`config.mk`:
```
export PLATFORM = sky130hd
export DESIGN_NAME = thread_qualified_event_counter
export DESIGN_NICKNAME = d
export VERILOG_FILES = /design/src/thread_count_pkg.sv /design/src/priv_thread_qualifier.sv /design/src/tick_counter.sv /design/src/thread_qualified_event_counter.sv
export SDC_FILE = /design/constraint.sdc
export NUM_CORES = 1
export LEC_CHECK = 0
export BUFFER_PORTS_ARGS = -buffer_cell sky130_fd_sc_hd__buf_2
export CAP_MARGIN = 20
export CORE_MARGIN = 2
export CORE_UTILIZATION = 32
export CTS_BUF_LIST = sky130_fd_sc_hd__clkbuf_4 sky130_fd_sc_hd__clkbuf_8
export DETAILED_ROUTE_END_ITERATION = 12
export PLACE_DENSITY_LB_ADDON = 0.1
export SYNTH_ARGS = -nofsm -noshare
export SYNTH_HDL_FRONTEND = slang
export SYNTH_HIERARCHICAL = 1
export SYNTH_SLANG_ARGS = --single-unit
```
`constraint.sdc`:
```
create_clock -name clock -period 3.99 [get_ports clock]
set_input_delay 0.399 -clock clock [delete_from_list [all_inputs] [get_ports clock]]
set_output_delay 0.399 -clock clock [all_outputs]
set_load 0.02 [all_outputs]
```
`src/thread_count_pkg.sv`:
```
/*
  Constants shared by the thread-qualified event counter: register offsets,
  field positions, reset values, source codes and the privilege test.
  Assumes a 32-bit register port with an 8-bit byte address.
*/
package thread_count_pkg;
  // ----------------------------------------------------------------
  // Register offsets
  // ----------------------------------------------------------------
  localparam logic [7:0] OFF_EVENT_SELECT  = 8'h00; // event_select_reg
  localparam logic [7:0] OFF_COUNTER_CFG   = 8'h04; // counter_config_reg
  localparam logic [7:0] OFF_COUNT         = 8'h08; // Counter value
  localparam logic [7:0] OFF_STATUS        = 8'h0c; // Sticky events, W1C
  localparam logic [7:0] OFF_MASK          = 8'h10; // Interrupt mask
  localparam logic [7:0] OFF_STAMP         = 8'h14; // Time-stamp count
  localparam logic [7:0] OFF_POWER_STATE   = 8'h18; // Live power state
  // ----------------------------------------------------------------
  // Field positions
  // ----------------------------------------------------------------
  localparam int unsigned T1_USER_BIT   = 0;  // thread1_user_qual
  localparam int unsigned T1_KERNEL_BIT = 1;  // thread1_kernel_qual
  localparam int unsigned T0_USER_BIT   = 2;  // thread0_user_qual
  localparam int unsigned T0_KERNEL_BIT = 3;  // thread0_kernel_qual
  localparam int unsigned CLASS_BIT     = 4;  // 1 = shared_event_class
  localparam int unsigned SRC_LSB       = 5;  // Source select, 3 bits
  localparam int unsigned ENABLE_BIT    = 12; // Counter enable
  localparam int unsigned ST_COUNT_OVF  = 0;  // Counter overflow
  localparam int unsigned ST_STAMP_WRAP = 1;  // Time-stamp wrap
  // ----------------------------------------------------------------
  // Reset values and codes
  // ----------------------------------------------------------------
  localparam logic [7:0] SELECT_RESET = 8'h00;
  localparam logic       ENABLE_RESET = 1'b0;
  localparam logic [1:0] FLAGS_RESET  = 2'h0;
  localparam logic [2:0] SRC_NONE     = 3'h0; // Nothing counted
  localparam logic [2:0] SRC_EVENT    = 3'h1; // External event
  localparam logic [2:0] SRC_NONHALT  = 3'h2; // Non-halted cycles
  localparam logic [2:0] SRC_NONSLEEP = 3'h3; // Non-sleep cycles
  localparam logic [2:0] SRC_REFTICK  = 3'h4; // Constant reference ticks
  localparam logic [1:0] KERNEL_CPL   = 2'h0; // Privilege level 0

  // Level test: user bit covers levels 1-3, kernel bit covers level 0
  function automatic logic level_enabled(input logic [1:0] current_privilege_level,
                                         input logic user_q,
                                         input logic kernel_q);
    level_enabled = (current_privilege_level == KERNEL_CPL) ? kernel_q : user_q;
  endfunction
endpackage

```
`src/priv_thread_qualifier.sv`:
```
/*
  Combinational thread and privilege qualification of one occurrence.
  Assumes the caller says on which threads the occurrence lies.
*/
`timescale 1ns/100ps
module priv_thread_qualifier (
  input  wire logic [3:0] quals,       // Qualifier bits, select layout
  input  wire logic       shared,      // Occurrence is shared class
  input  wire logic [1:0] thread0_cpl, // Thread 0 privilege level
  input  wire logic [1:0] thread1_cpl, // Thread 1 privilege level
  input  wire logic       hit0,        // Occurrence on thread 0
  input  wire logic       hit1,        // Occurrence on thread 1
  output logic            pass         // Occurrence is counted
);
  logic u0, k0, u1, k1, u_any, k_any;
  assign u0 = quals[thread_count_pkg::T0_USER_BIT];
  assign k0 = quals[thread_count_pkg::T0_KERNEL_BIT];
  assign u1 = quals[thread_count_pkg::T1_USER_BIT];
  assign k1 = quals[thread_count_pkg::T1_KERNEL_BIT];
  assign u_any = u0 | u1;
  assign k_any = k0 | k1;

  // Per-thread: each thread judged by its own bits only; shared: merged
  always_comb begin
    if (!shared) begin
      pass = (hit0 && thread_count_pkg::level_enabled(thread0_cpl, u0, k0))
          || (hit1 && thread_count_pkg::level_enabled(thread1_cpl, u1, k1));
    end else begin
      pass = (hit0 || hit1)
          && ((u_any && k_any)
          || thread_count_pkg::level_enabled(thread0_cpl, u_any, k_any)
          || thread_count_pkg::level_enabled(thread1_cpl, u_any, k_any));
    end
  end
endmodule

```
`src/tick_counter.sv`:
```
/*
  Loadable up-counter with a one-cycle wrap pulse.
  Assumes load has priority over increment.
*/
`timescale 1ns/100ps
module tick_counter #(
  parameter int unsigned WIDTH = 32
) (
  input  wire logic             clock,      // Core clock
  input  wire logic             arst_n,     // Async reset, active low
  input  wire logic             load,       // Load load_value
  input  wire logic [WIDTH-1:0] load_value, // Value to load
  input  wire logic             inc,        // Add one this cycle
  output logic      [WIDTH-1:0] value,      // Current count
  output logic                  wrap        // Pulse after all-ones + 1
);
  typedef struct packed {
    logic [WIDTH-1:0] count_reg;
    logic             wrap_reg;
  } cnt_state_t;
  cnt_state_t st_reg, st_next;

  // Next count: load, else step by one, else hold
  always_comb begin
    st_next = st_reg;
    st_next.wrap_reg = 1'b0;
    if (load) begin
      st_next.count_reg = load_value;
    end else if (inc) begin
      st_next.count_reg = st_reg.count_reg + {{(WIDTH-1){1'b0}}, 1'b1};
      st_next.wrap_reg  = &st_reg.count_reg;
    end
  end

  // State register
  always_ff @(posedge clock or negedge arst_n) begin
    if (!arst_n) begin
      st_reg <= '0;
    end else begin
      st_reg <= st_next;
    end
  end

  assign value = st_reg.count_reg;
  assign wrap  = st_reg.wrap_reg;
endmodule

```
`src/thread_qualified_event_counter.sv`:
```
/*
  Thread-qualified performance counter with cycle-count sources and a
  free time-stamp counter, reached over a plain register port.
  Assumes all inputs are synchronous to clock; event_pulse is one cycle
  per occurrence; the register master never issues read and write at once.
*/
// Our own choices: the address map and the strobed register port.
// Functional notes
// - Event thread is APIC identifier bit 0.
// - Events classed per-thread or shared.
// - Per-thread thread 0 event uses only thread 0 bits.
// - Per-thread: each thread tested by own bits.
// - Shared: merged bits, both levels count always.
// - Counters stop only when both threads halt.
// - Time stamp steps unless in deep sleep.
// - Non-halted cycles count per active thread.
// - Non-sleep cycles count package-wide, unqualified.
// - Constant reference ticks are a countable source.
// - Counter overflow can raise an interrupt.
// - User bit covers levels 1-3, kernel level 0.
`timescale 1ns/100ps
module thread_qualified_event_counter #(
  parameter int unsigned COUNT_W = 32 // Counter and time-stamp width
) (
  input  wire logic        clock,              // 40 MHz core clock
  input  wire logic        arst_n,             // Async reset, active low
  input  wire logic [7:0]  reg_addr,           // Register byte address
  input  wire logic [31:0] reg_wdata,          // Write data
  input  wire logic        reg_wr,             // Write strobe
  input  wire logic        reg_rd,             // Read strobe
  output logic      [31:0] reg_rdata,          // Read data, next cycle
  input  wire logic        event_pulse,        // One occurrence
  input  wire logic        event_apic_lsb,     // APIC id bit 0 of source
  input  wire logic        event_shared,       // Occurrence is shared class
  input  wire logic [1:0]  thread0_cpl,        // Thread 0 privilege level
  input  wire logic [1:0]  thread1_cpl,        // Thread 1 privilege level
  input  wire logic        thread0_halted,     // Thread 0 halted
  input  wire logic        thread1_halted,     // Thread 1 halted
  input  wire logic        thread0_power_save, // Thread 0 power-saving
  input  wire logic        thread1_power_save, // Thread 1 power-saving
  input  wire logic        pkg_sleep,          // Package asleep
  input  wire logic        pkg_power_save,     // Package power-saving
  input  wire logic        pkg_deep_sleep,     // Package in deep sleep
  input  wire logic        ref_tick,           // Constant-rate tick
  output logic             irq                 // Level interrupt
);
  // ----------------------------------------------------------------
  // State
  // ----------------------------------------------------------------
  typedef struct packed {
    logic [7:0]  select_reg;  // Qualifiers, class and source
    logic        enable_reg;  // Counter enable
    logic [1:0]  status_reg;  // Sticky events
    logic [1:0]  mask_reg;    // Interrupt mask
    logic [31:0] rdata_reg;   // Read data
    logic        irq_reg;     // Interrupt output
  } top_state_t;
  top_state_t st_reg, st_next;

  // ----------------------------------------------------------------
  // Decoded fields
  // ----------------------------------------------------------------
  logic [3:0]         quals;       // Four qualifier bits
  logic               sel_shared;  // Class bit of the select register
  logic [2:0]         src;         // Selected source
  logic               powered;     // Counter hardware not powered down
  logic               thread0_run; // Thread 0 neither halted nor saving
  logic               thread1_run; // Thread 1 neither halted nor saving
  logic               hit0;        // Occurrence attributed to thread 0
  logic               hit1;        // Occurrence attributed to thread 1
  logic               q_shared;    // Class handed to the qualifier
  logic               q_pass;      // Qualifier verdict
  logic               src_hit;     // Source wants a count
  logic               cnt_inc;     // Counter steps this cycle
  logic               cnt_load;    // Software writes the counter
  logic [COUNT_W-1:0] cnt_value;   // Counter value
  logic               cnt_wrap;    // Counter overflowed
  logic               stamp_inc;   // Time stamp steps this cycle
  logic [COUNT_W-1:0] stamp_value; // Time-stamp value
  logic               stamp_wrap;  // Time stamp wrapped
  logic               stamp_load;  // Software writes the time stamp

  assign quals      = st_reg.select_reg[3:0];
  assign sel_shared = st_reg.select_reg[thread_count_pkg::CLASS_BIT];
  assign src        = st_reg.select_reg[thread_count_pkg::SRC_LSB +: 3];

  // Hardware stays powered while at least one thread is not halted
  assign powered = !(thread0_halted && thread1_halted);

  assign thread0_run = !thread0_halted && !thread0_power_save;
  assign thread1_run = !thread1_halted && !thread1_power_save;

  // ----------------------------------------------------------------
  // Source routing into the qualifier
  // ----------------------------------------------------------------
  // Picks which threads an occurrence belongs to for each source
  always_comb begin
    hit0     = 1'b0;
    hit1     = 1'b0;
    q_shared = 1'b0;
    case (src)
      thread_count_pkg::SRC_EVENT: begin
        // Thread identity from APIC id bit 0, or both when shared
        q_shared = sel_shared || event_shared;
        hit0     = event_pulse && (q_shared || !event_apic_lsb);
        hit1     = event_pulse && (q_shared || event_apic_lsb);
      end
      thread_count_pkg::SRC_NONHALT: begin
        // Each running thread is a per-thread occurrence
        hit0 = thread0_run;
        hit1 = thread1_run;
      end
      default: begin
        // Remaining sources bypass the qualifier
        hit0 = 1'b0;
      end
    endcase
  end

  priv_thread_qualifier u_qual (
    .quals       (quals),
    .shared      (q_shared),
    .thread0_cpl (thread0_cpl),
    .thread1_cpl (thread1_cpl),
    .hit0        (hit0),
    .hit1        (hit1),
    .pass        (q_pass)
  );

  // Final verdict per source
  always_comb begin
    case (src)
      thread_count_pkg::SRC_EVENT:    src_hit = q_pass;
      thread_count_pkg::SRC_NONHALT:  src_hit = q_pass;
      // Package-wide, qualifier bits ignored
      thread_count_pkg::SRC_NONSLEEP: src_hit = !pkg_sleep && !pkg_power_save;
      // Constant-rate ticks, blind to core ratio changes
      thread_count_pkg::SRC_REFTICK:  src_hit = ref_tick;
      default:                        src_hit = 1'b0;
    endcase
  end

  // One per qualified occurrence, only while enabled and powered
  assign cnt_inc    = st_reg.enable_reg && powered && src_hit;
  assign cnt_load   = reg_wr && (reg_addr == thread_count_pkg::OFF_COUNT);
  assign stamp_inc  = !pkg_deep_sleep;
  assign stamp_load = reg_wr && (reg_addr == thread_count_pkg::OFF_STAMP);

  // ----------------------------------------------------------------
  // Counters
  // ----------------------------------------------------------------
  tick_counter #(.WIDTH(COUNT_W)) u_count (
    .clock      (clock),
    .arst_n     (arst_n),
    .load       (cnt_load),
    .load_value (reg_wdata[COUNT_W-1:0]),
    .inc        (cnt_inc),
    .value      (cnt_value),
    .wrap       (cnt_wrap)
  );

  tick_counter #(.WIDTH(COUNT_W)) u_stamp (
    .clock      (clock),
    .arst_n     (arst_n),
    .load       (stamp_load),
    .load_value (reg_wdata[COUNT_W-1:0]),
    .inc        (stamp_inc),
    .value      (stamp_value),
    .wrap       (stamp_wrap)
  );

  // ----------------------------------------------------------------
  // Register port, status and interrupt
  // ----------------------------------------------------------------
  // Writes, W1C status with set winning, read mux, interrupt level
  always_comb begin
    st_next = st_reg;
    st_next.rdata_reg = 32'h0000_0000;
    if (reg_wr) begin
      case (reg_addr)
        thread_count_pkg::OFF_EVENT_SELECT: st_next.select_reg = reg_wdata[7:0];
        thread_count_pkg::OFF_COUNTER_CFG:
          st_next.enable_reg = reg_wdata[thread_count_pkg::ENABLE_BIT];
        thread_count_pkg::OFF_STATUS: st_next.status_reg = st_reg.status_reg & ~reg_wdata[1:0];
        thread_count_pkg::OFF_MASK:   st_next.mask_reg = reg_wdata[1:0];
        default: begin
          // Other offsets: counters load themselves, rest ignored
          st_next.select_reg = st_reg.select_reg;
        end
      endcase
    end
    // Hardware events set after any clear
    if (cnt_wrap) begin
      st_next.status_reg[thread_count_pkg::ST_COUNT_OVF] = 1'b1;
    end
    if (stamp_wrap) begin
      st_next.status_reg[thread_count_pkg::ST_STAMP_WRAP] = 1'b1;
    end
    if (reg_rd) begin
      case (reg_addr)
        thread_count_pkg::OFF_EVENT_SELECT: st_next.rdata_reg = {24'h00_0000, st_reg.select_reg};
        thread_count_pkg::OFF_COUNTER_CFG:
          st_next.rdata_reg = {19'h0_0000, st_reg.enable_reg, 12'h000};
        thread_count_pkg::OFF_COUNT: st_next.rdata_reg = 32'(cnt_value);
        thread_count_pkg::OFF_STATUS: st_next.rdata_reg = {30'h0000_0000, st_reg.status_reg};
        thread_count_pkg::OFF_MASK:   st_next.rdata_reg = {30'h0000_0000, st_reg.mask_reg};
        thread_count_pkg::OFF_STAMP:  st_next.rdata_reg = 32'(stamp_value);
        thread_count_pkg::OFF_POWER_STATE:
          st_next.rdata_reg = {24'h00_0000, pkg_deep_sleep, pkg_power_save, pkg_sleep,
                               powered, thread1_power_save, thread0_power_save,
                               thread1_halted, thread0_halted};
        default: st_next.rdata_reg = 32'h0000_0000;
      endcase
    end
    st_next.irq_reg = |(st_next.status_reg & st_next.mask_reg);
  end

  // State register
  always_ff @(posedge clock or negedge arst_n) begin
    if (!arst_n) begin
      st_reg.select_reg <= thread_count_pkg::SELECT_RESET;
      st_reg.enable_reg <= thread_count_pkg::ENABLE_RESET;
      st_reg.status_reg <= thread_count_pkg::FLAGS_RESET;
      st_reg.mask_reg   <= thread_count_pkg::FLAGS_RESET;
      st_reg.rdata_reg  <= 32'h0000_0000;
      st_reg.irq_reg    <= 1'b0;
    end else begin
      st_reg <= st_next;
    end
  end

  assign reg_rdata = st_reg.rdata_reg;
  assign irq       = st_reg.irq_reg;

  logic counting_event; // Enabled, powered, external event source
  assign counting_event = st_reg.enable_reg && powered
                       && (src == thread_count_pkg::SRC_EVENT);
endmodule

```
==> summary.txt, run 1 <==
Route
  • Routed wire length: 19.75 mm
  • WL met3: 971 um
  • Top layer reached by signal wires: met4
  • Antenna viol nets, final: 0
  • DR WL met2: 8.947 mm
  • Iter 0 DRT Violations: 634
  • Met1 WL: 9.441 mm
  • DRC Markers: 0
  • Via density: 5.572
  • DRT Pass-1 Iters: 5
  • Wirelength per Cell: 19.65 um
  • Via count: 5600

STA
  • Fin worst setup slack: 0.2699 ns
  • Fin Clk Skew: 0.02071 ns
  • Final Hold Fails: 0
  • Final min period: 3.720 ns
  • Final Setup Violations: 0
  • Relative slew slack: 37.23%
  • Setup TNS: 0 ns
  • Worst hold slack: 0.2406 ns
  • Fmax achieved: 268.8 MHz
  • Worst-Margin Slew: 0.9357 ns
  • Slew Limit Fails: 0
  • Fin crit share: 93.24%
  • RSZ-0062 raised after global routing: no

Clock network
  • Bufs on Longest Clock Path: 2
  • Clock root buffer: clkbuf_8
  • # clock sinks: 112
  • Clock slew at reported path FFs: 0.12 ns
  • CTS tree: built
  • Number of setup buffers added after CTS: 0
  • Max H-tree Level: 3
  • Number of CTS-inserted buffers: 9
  • Clock Latency Late Sink: 0.40 ns

Synthesis
  • Syn Inst Count: 691
  • Mapped cell area: 0.006512 mm2
  • Largest family of logic cells by synthesized area: simple AND/OR/NAND/NOR gates
  • Synth Area in Compound Gates: 18.27%
  • #FFs+latches synth: 112
  • Yosys cell types: 61
  • EDFF count, synth: 0
  • Ys flop type: dfrtp_1
  • Asr flop ratio synth: 100.0%
  • Multiplexer share of the synthesized area: 2.671%
  • Ys Warns: 6
  • Post-synthesis adder-cell area fraction: 0.3842%
  • XOR/XNOR share of the synthesized area: 3.497%
  • Synthesized area per cell: 9.425 um2
  • Sequential area share after synthesis: 43.04%
  • Post-synth net total: 752
  • Post-Synth Simple-Gate Area: 24.34%

Layout
  • Diode count: 0
  • Sequential cell area: 0.002803 mm2
  • Commonest non-fill, non-tap cell in the layout: dfrtp_1
  • Post-layout util: 35.36%
  • Nets: 791
  • Commonest cells after routing, fill and taps aside: dfrtp_1, buf_2, nand2_1
  • Ratio of cells with drive above 1 in the final layout: 20.27%
  • Area Overhead vs Synth: 9.145%
  • Final-layout fill cell count: 2104
  • Non-filler instance count after layout: 1005
  • Multi-input logic area: 0.003202 mm2

Outcome
  • Status: finished, final reports clean

Critical path
  • Crit. End Element: register
  • Max Fanout on Critical Path: 10
  • Setup CP Type: reg -> reg
  • CP arrival: 4.03 ns
  • Data required, critical path: 4.30 ns
  • Startpoint types: register

Floorplanning
  • Chip Width: 146.7 um
  • Die area: 0.02151 mm2
  • Total core area: 0.02010 mm2
  • Chip Height: 146.7 um
  • Core Rows: 52
  • IO Pins: 92
  • Initial core utilization: 32.39%

Global route
  • First-pass GRT wire length: 31.19 mm
  • All-layer global routing usage: 18.67%
  • Gr ovfl total: 0
  • Antenna violations before repair: 0
  • Vias in the first global route: 5589
  • Largest net degree at the start of global routing: 43

Placement
  • Dpl ws: 0.3231 ns
  • GP Congestion: 0.8185
  • HPWL Detailed: 13.94 mm
  • Dpl cells: 988
  • Port bufs: 91

Power
  • PwrDens: 323.4 mW/mm2
  • Peak VDD IR: 0.0001349 V
  • Pleak: 2.899 nW

Job
  • Max-cap violations: 0

Min path
  • Worst Hold Class: in -> reg
## critical path, cell delays in order (launching register included)
cell and delay (ns):
dfrtp_1 0.47, or3b_2 0.49, o32ai_1 0.29, inv_1 0.07, a211o_1 0.28, o221ai_2 0.08
mux2i_1 0.12, mux2i_1 0.16, o2111a_1 0.37, and4_1 0.41, nand3_2 0.22, or4_1 0.51
a31oi_1 0.17
## metal layers
layer | up-vias | global-route usage (%)
met5 | - | 0
met4 | 0 | 6.408
met3 | 29 | 2.719
met2 | 194 | 28.31
met1 | 2734 | 27.23
li1 | 2643 | -
## layout make-up
type	instances	share of cell area (%)
Tap cell	270	4.753
Sequential cell	112	39.43
Clock buffer	14	2.535
Timing Repair Buffer	104	7.851
Multi-Input combinational cell	499	45.04
Clock inverter	2	0.1760
Inverter	4	0.2112
## cell usage after synthesis (all sizes together) (4+ instances only)
library cell  number  area, um2
dfrtp            112       2803
nand3             37      200.2
o31a               8      70.07
and2               5      31.28
and4               4      35.03
or2                4      25.02
or4               20      150.1
nand2b             6      37.54
mux2              11      123.9
nor4b              4      47.55
mux2i              5      50.05
and3              22      140.1
nor2b              8      50.05
nor2              57      214.0
o31ai             20      150.1
a22o              13      113.9
or3                4      25.02
o21ai             37      185.2
xnor2             14      122.6
nand4             21      161.4
a22oi             28      210.2
o311ai             6      52.55
xor2              12      105.1
nand2             65      244.0
nor3               8      40.04
clkbuf            19      71.32
a21oi              9      45.04
a31oi             24      150.1
nor4              15      123.9
buf               57      421.6
## metrics by stage
step / power, mW / cell area (um2)
finish: 2.299 / 7108
global route: 2.434 / 7108
CTS: 2.328 / 7108
detailed placement: 1.626 / 6905
global placement: 1.616 / 6905
floorplan: 1.469 / 6513
## power breakdown
| part | internal (mW) | switching [mW] | total (mW) | leakage (nW) |
|---|---|---|---|---|
| Clock | 0.293 | 0.402 | 0.695 | 0.0995 |
| Combinational | 0.119 | 0.156 | 0.274 | 1.27 |
| Sequential | 1.21 | 0.119 | 1.33 | 1.53 |
## timing repair
action,4_1_cts,5_1_grt
hold buffers,1,0
endpoints found under the hold margin,31,0
gates resized for setup,0,0
## final timing paths
kind | startpoint | endpoint | slack, ns | cells past startpoint
max in group asynchronous | arst_n | reg_rdata[20]$_DFF_PN0_ | 2.59 | 3
min in group asynchronous | arst_n | quals[3]$_DFFE_PN0P_ | 0.48 | 2
setup reg to reg | src[0]$_DFFE_PN0P_ | u_count/value[19]$_DFFE_PN0P_ | 0.27 | 12
hold reg to reg | u_count/wrap$_DFF_PN0_ | st_reg[35]$_DFF_PN0_ | 0.47 | 1
setup / recovery | src[0]$_DFFE_PN0P_ | u_count/value[19]$_DFFE_PN0P_ | 0.27 | 12
hold / removal | reg_wdata[10] | u_count/value[10]$_DFFE_PN0P_ | 0.24 | 3
## logic make-up (layout without fill, tap and decap cells)
kind of cell,Yosys count,after routing
mux,16,16
flops,112,112
buf+inv,80,124
compound gates,168,168
xor+xnor,26,26
simple gates,287,287
fa+ha+maj,2,2
No activity file was read; power rests on OpenSTA's default activity.
==> run 2, diff against run 1 <==
--- a/config.mk
+++ b/config.mk
@@ -9,8 +9,8 @@
 export CAP_MARGIN = 20
 export CORE_MARGIN = 2
 export CORE_UTILIZATION = 32
-export CTS_BUF_LIST = sky130_fd_sc_hd__clkbuf_4 sky130_fd_sc_hd__clkbuf_8
 export DETAILED_ROUTE_END_ITERATION = 12
+export MAX_ROUTING_LAYER = met4
 export PLACE_DENSITY_LB_ADDON = 0.1
 export SYNTH_ARGS = -nofsm -noshare
 export SYNTH_HDL_FRONTEND = slang
==> run 2 against run 1 <==
Compared with the run above:
- via count decreased by 0.14%
- sequential share of layout area decreased by 0.51 points
- clock skew decreased by 0.011 ns
- clock power increased by 30%
- worst setup slack got worse by 0.0078 ns
- register-to-register slack about the same
- combinational power about the same
- largest cell class unchanged
- largest power group unchanged
==> summary.txt, run 2 (synthesis gave the netlist of run 1 again) <==
STA
  • Final Setup Violations: 0
  • Fin crit share: 93.43%
  • RSZ-0062 raised after global routing: no
  • Setup TNS: 0 ns
  • Final min period: 3.728 ns
  • Relative slew slack: 37.31%
  • Fmax achieved: 268.2 MHz
  • Final Hold Fails: 0
  • Fin worst setup slack: 0.2620 ns
  • Slew Limit Fails: 0
  • Fin Clk Skew: 0.009694 ns
  • Worst-Margin Slew: 0.9345 ns

Layout
  • Area Overhead vs Synth: 10.59%
  • Diode count: 0
  • Commonest cells after routing, fill and taps aside: dfrtp_1, buf_2, nand2_1
  • Commonest non-fill, non-tap cell in the layout: dfrtp_1
  • Nets: 791
  • Ratio of cells with drive above 1 in the final layout: 20.00%

Global route
  • M1 GR Usage: 27.24%
  • Vias in the first global route: 5599
  • Met2 usage in global routing: 28.52%
  • Grt peak-use layer: met2
  • All-layer global routing usage: 19.20%
  • Met3 Track Usage GR: 2.344%
  • Gr ovfl total: 0
  • Largest net degree at the start of global routing: 43
  • First-pass GRT wire length: 31.20 mm
  • Antenna violations before repair: 0

Floorplanning
  • Chip Height: 146.7 um
  • Die area: 0.02151 mm2
  • Initial core utilization: 32.39%
  • Chip Width: 146.7 um
  • Core Rows: 52
  • IO Pins: 92
  • Total core area: 0.02010 mm2

Critical path
  • Worst Reg-to-Reg Cells: 12
  • Startpoint types: register
  • Crit. End Element: register
  • FF-to-FF End: u_count/value[19]$_DFFE_PN0P_
  • CP arrival: 4.00 ns
  • FF-to-FF setup slack: 0.26 ns
  • Data required, critical path: 4.26 ns
  • Max Fanout on Critical Path: 10
  • R2r startpoint: src[0]$_DFFE_PN0P_
  • Setup CP Type: reg -> reg

Power
  • Pleak: 2.938 nW
  • PwrDens: 347.8 mW/mm2
  • Final Total Pwr: 2.505 mW
  • Peak VDD IR: 0.0001917 V

Placement
  • HPWL Detailed: 13.94 mm
  • Port bufs: 91
  • Dpl ws: 0.3231 ns
  • GP Congestion: 0.8323

Min path
  • Worst Hold Class: in -> reg
  • Hold Crit Depth: 3
  • Hold Startpoint: reg_wdata[10]
  • Worst hold endpoint: u_stamp/value[10]$_DFFE_PN0P_

Route
  • DRC Markers: 0
  • Via count: 5592
  • Antenna viol nets, final: 0
  • DRT Pass-1 Iters: 5
  • Wirelength per Cell: 19.63 um
  • Via density: 5.564
  • Routed wire length: 19.73 mm
  • Iter 0 DRT Violations: 575

Job
  • Max-cap violations: 0

Outcome
  • Status: finished, final reports clean

Clock network
  • Number of setup buffers added after CTS: 0
  • Number of gates resized after cts: 0
  • Clock slew at reported path FFs: 0.08 ns
  • Bufs on Longest Clock Path: 2
  • CTS tree: built
  • Number of CTS-inserted buffers: 9
  • # clock sinks: 112
  • Max H-tree Level: 3
  • Clock Latency Late Sink: 0.35 ns
  • Clock root buffer: clkbuf_16
  • Hold buffer count at CTS: 1
run 2: changes by cell type in the layout (fill, tap and decap cells not counted):
cell and delta:
clkbuf_1 +2, clkbuf_8 -9, clkbuf_4 -2, clkbuf_16 +9
run 2: worst max-delay path, cell delays in order, from the launching register on:
cell	delay (ns)
dfrtp_1	0.46
or3b_2	0.49
o32ai_1	0.29
inv_1	0.07
a211o_1	0.29
o221ai_2	0.08
mux2i_1	0.11
mux2i_1	0.16
o2111a_1	0.39
and4_1	0.41
nand3_2	0.22
or4_1	0.51
a31oi_1	0.17
run 2: area by class of cell:
class                           count  area (um2)
Fill cell                        2097       12900
Multi-Input combinational cell    499        3202
Timing Repair Buffer              104       558.0
Sequential cell                   112        2803
Inverter                            4       15.01
Clock inverter                      2       12.51
Clock buffer                       14       274.0
Tap cell                          270       337.8
run 2: where the power goes:
part	switching, mW	leakage [nW]	internal (mW)	total, mW
Combinational	0.156	1.27	0.119	0.275
Sequential	0.118	1.53	1.21	1.33
Clock	0.425	0.139	0.476	0.901
Total	0.699	2.94	1.81	2.50
run 2: metal layers:
layer / routed length (um) / vias up
li1: - / 2648
met1: 9481 / 2750
met2: 9054 / 170
met3: 843 / 24
met4: 348 / 0
met5: 0 / -
run 2: worst max-delay path by stage:
stage | start | to | slack [ns] | depth (start not counted)
after detailed placement | src[0]$_DFFE_PN0P_ | u_count/value[27]$_DFFE_PN0P_ | 0.32 | 12
final | src[0]$_DFFE_PN0P_ | u_count/value[19]$_DFFE_PN0P_ | 0.26 | 12
after CTS | src[0]$_DFFE_PN0P_ | u_count/value[30]$_DFFE_PN0P_ | 0.28 | 12
after global placement | src[0]$_DFFE_PN0P_ | u_count/value[26]$_DFFE_PN0P_ | 0.42 | 12
after global routing | src[0]$_DFFE_PN0P_ | u_count/value[30]$_DFFE_PN0P_ | 0.02 | 12
after floorplan | src[0]$_DFFE_PN0P_ | u_count/value[26]$_DFFE_PN0P_ | 0.65 | 15
run 2: through the flow:
stage,hold slack (ns),cell area [um2],instances,utilization [%]
finish,0.2779,7202,1005,35.82
global route,0.2897,7202,1005,35.82
CTS,0.2666,7202,1005,35.82
detailed placement,0.3865,6905,988,34.35
global placement,0.3794,6905,988,34.35
floorplan,0.1034,6513,691,-
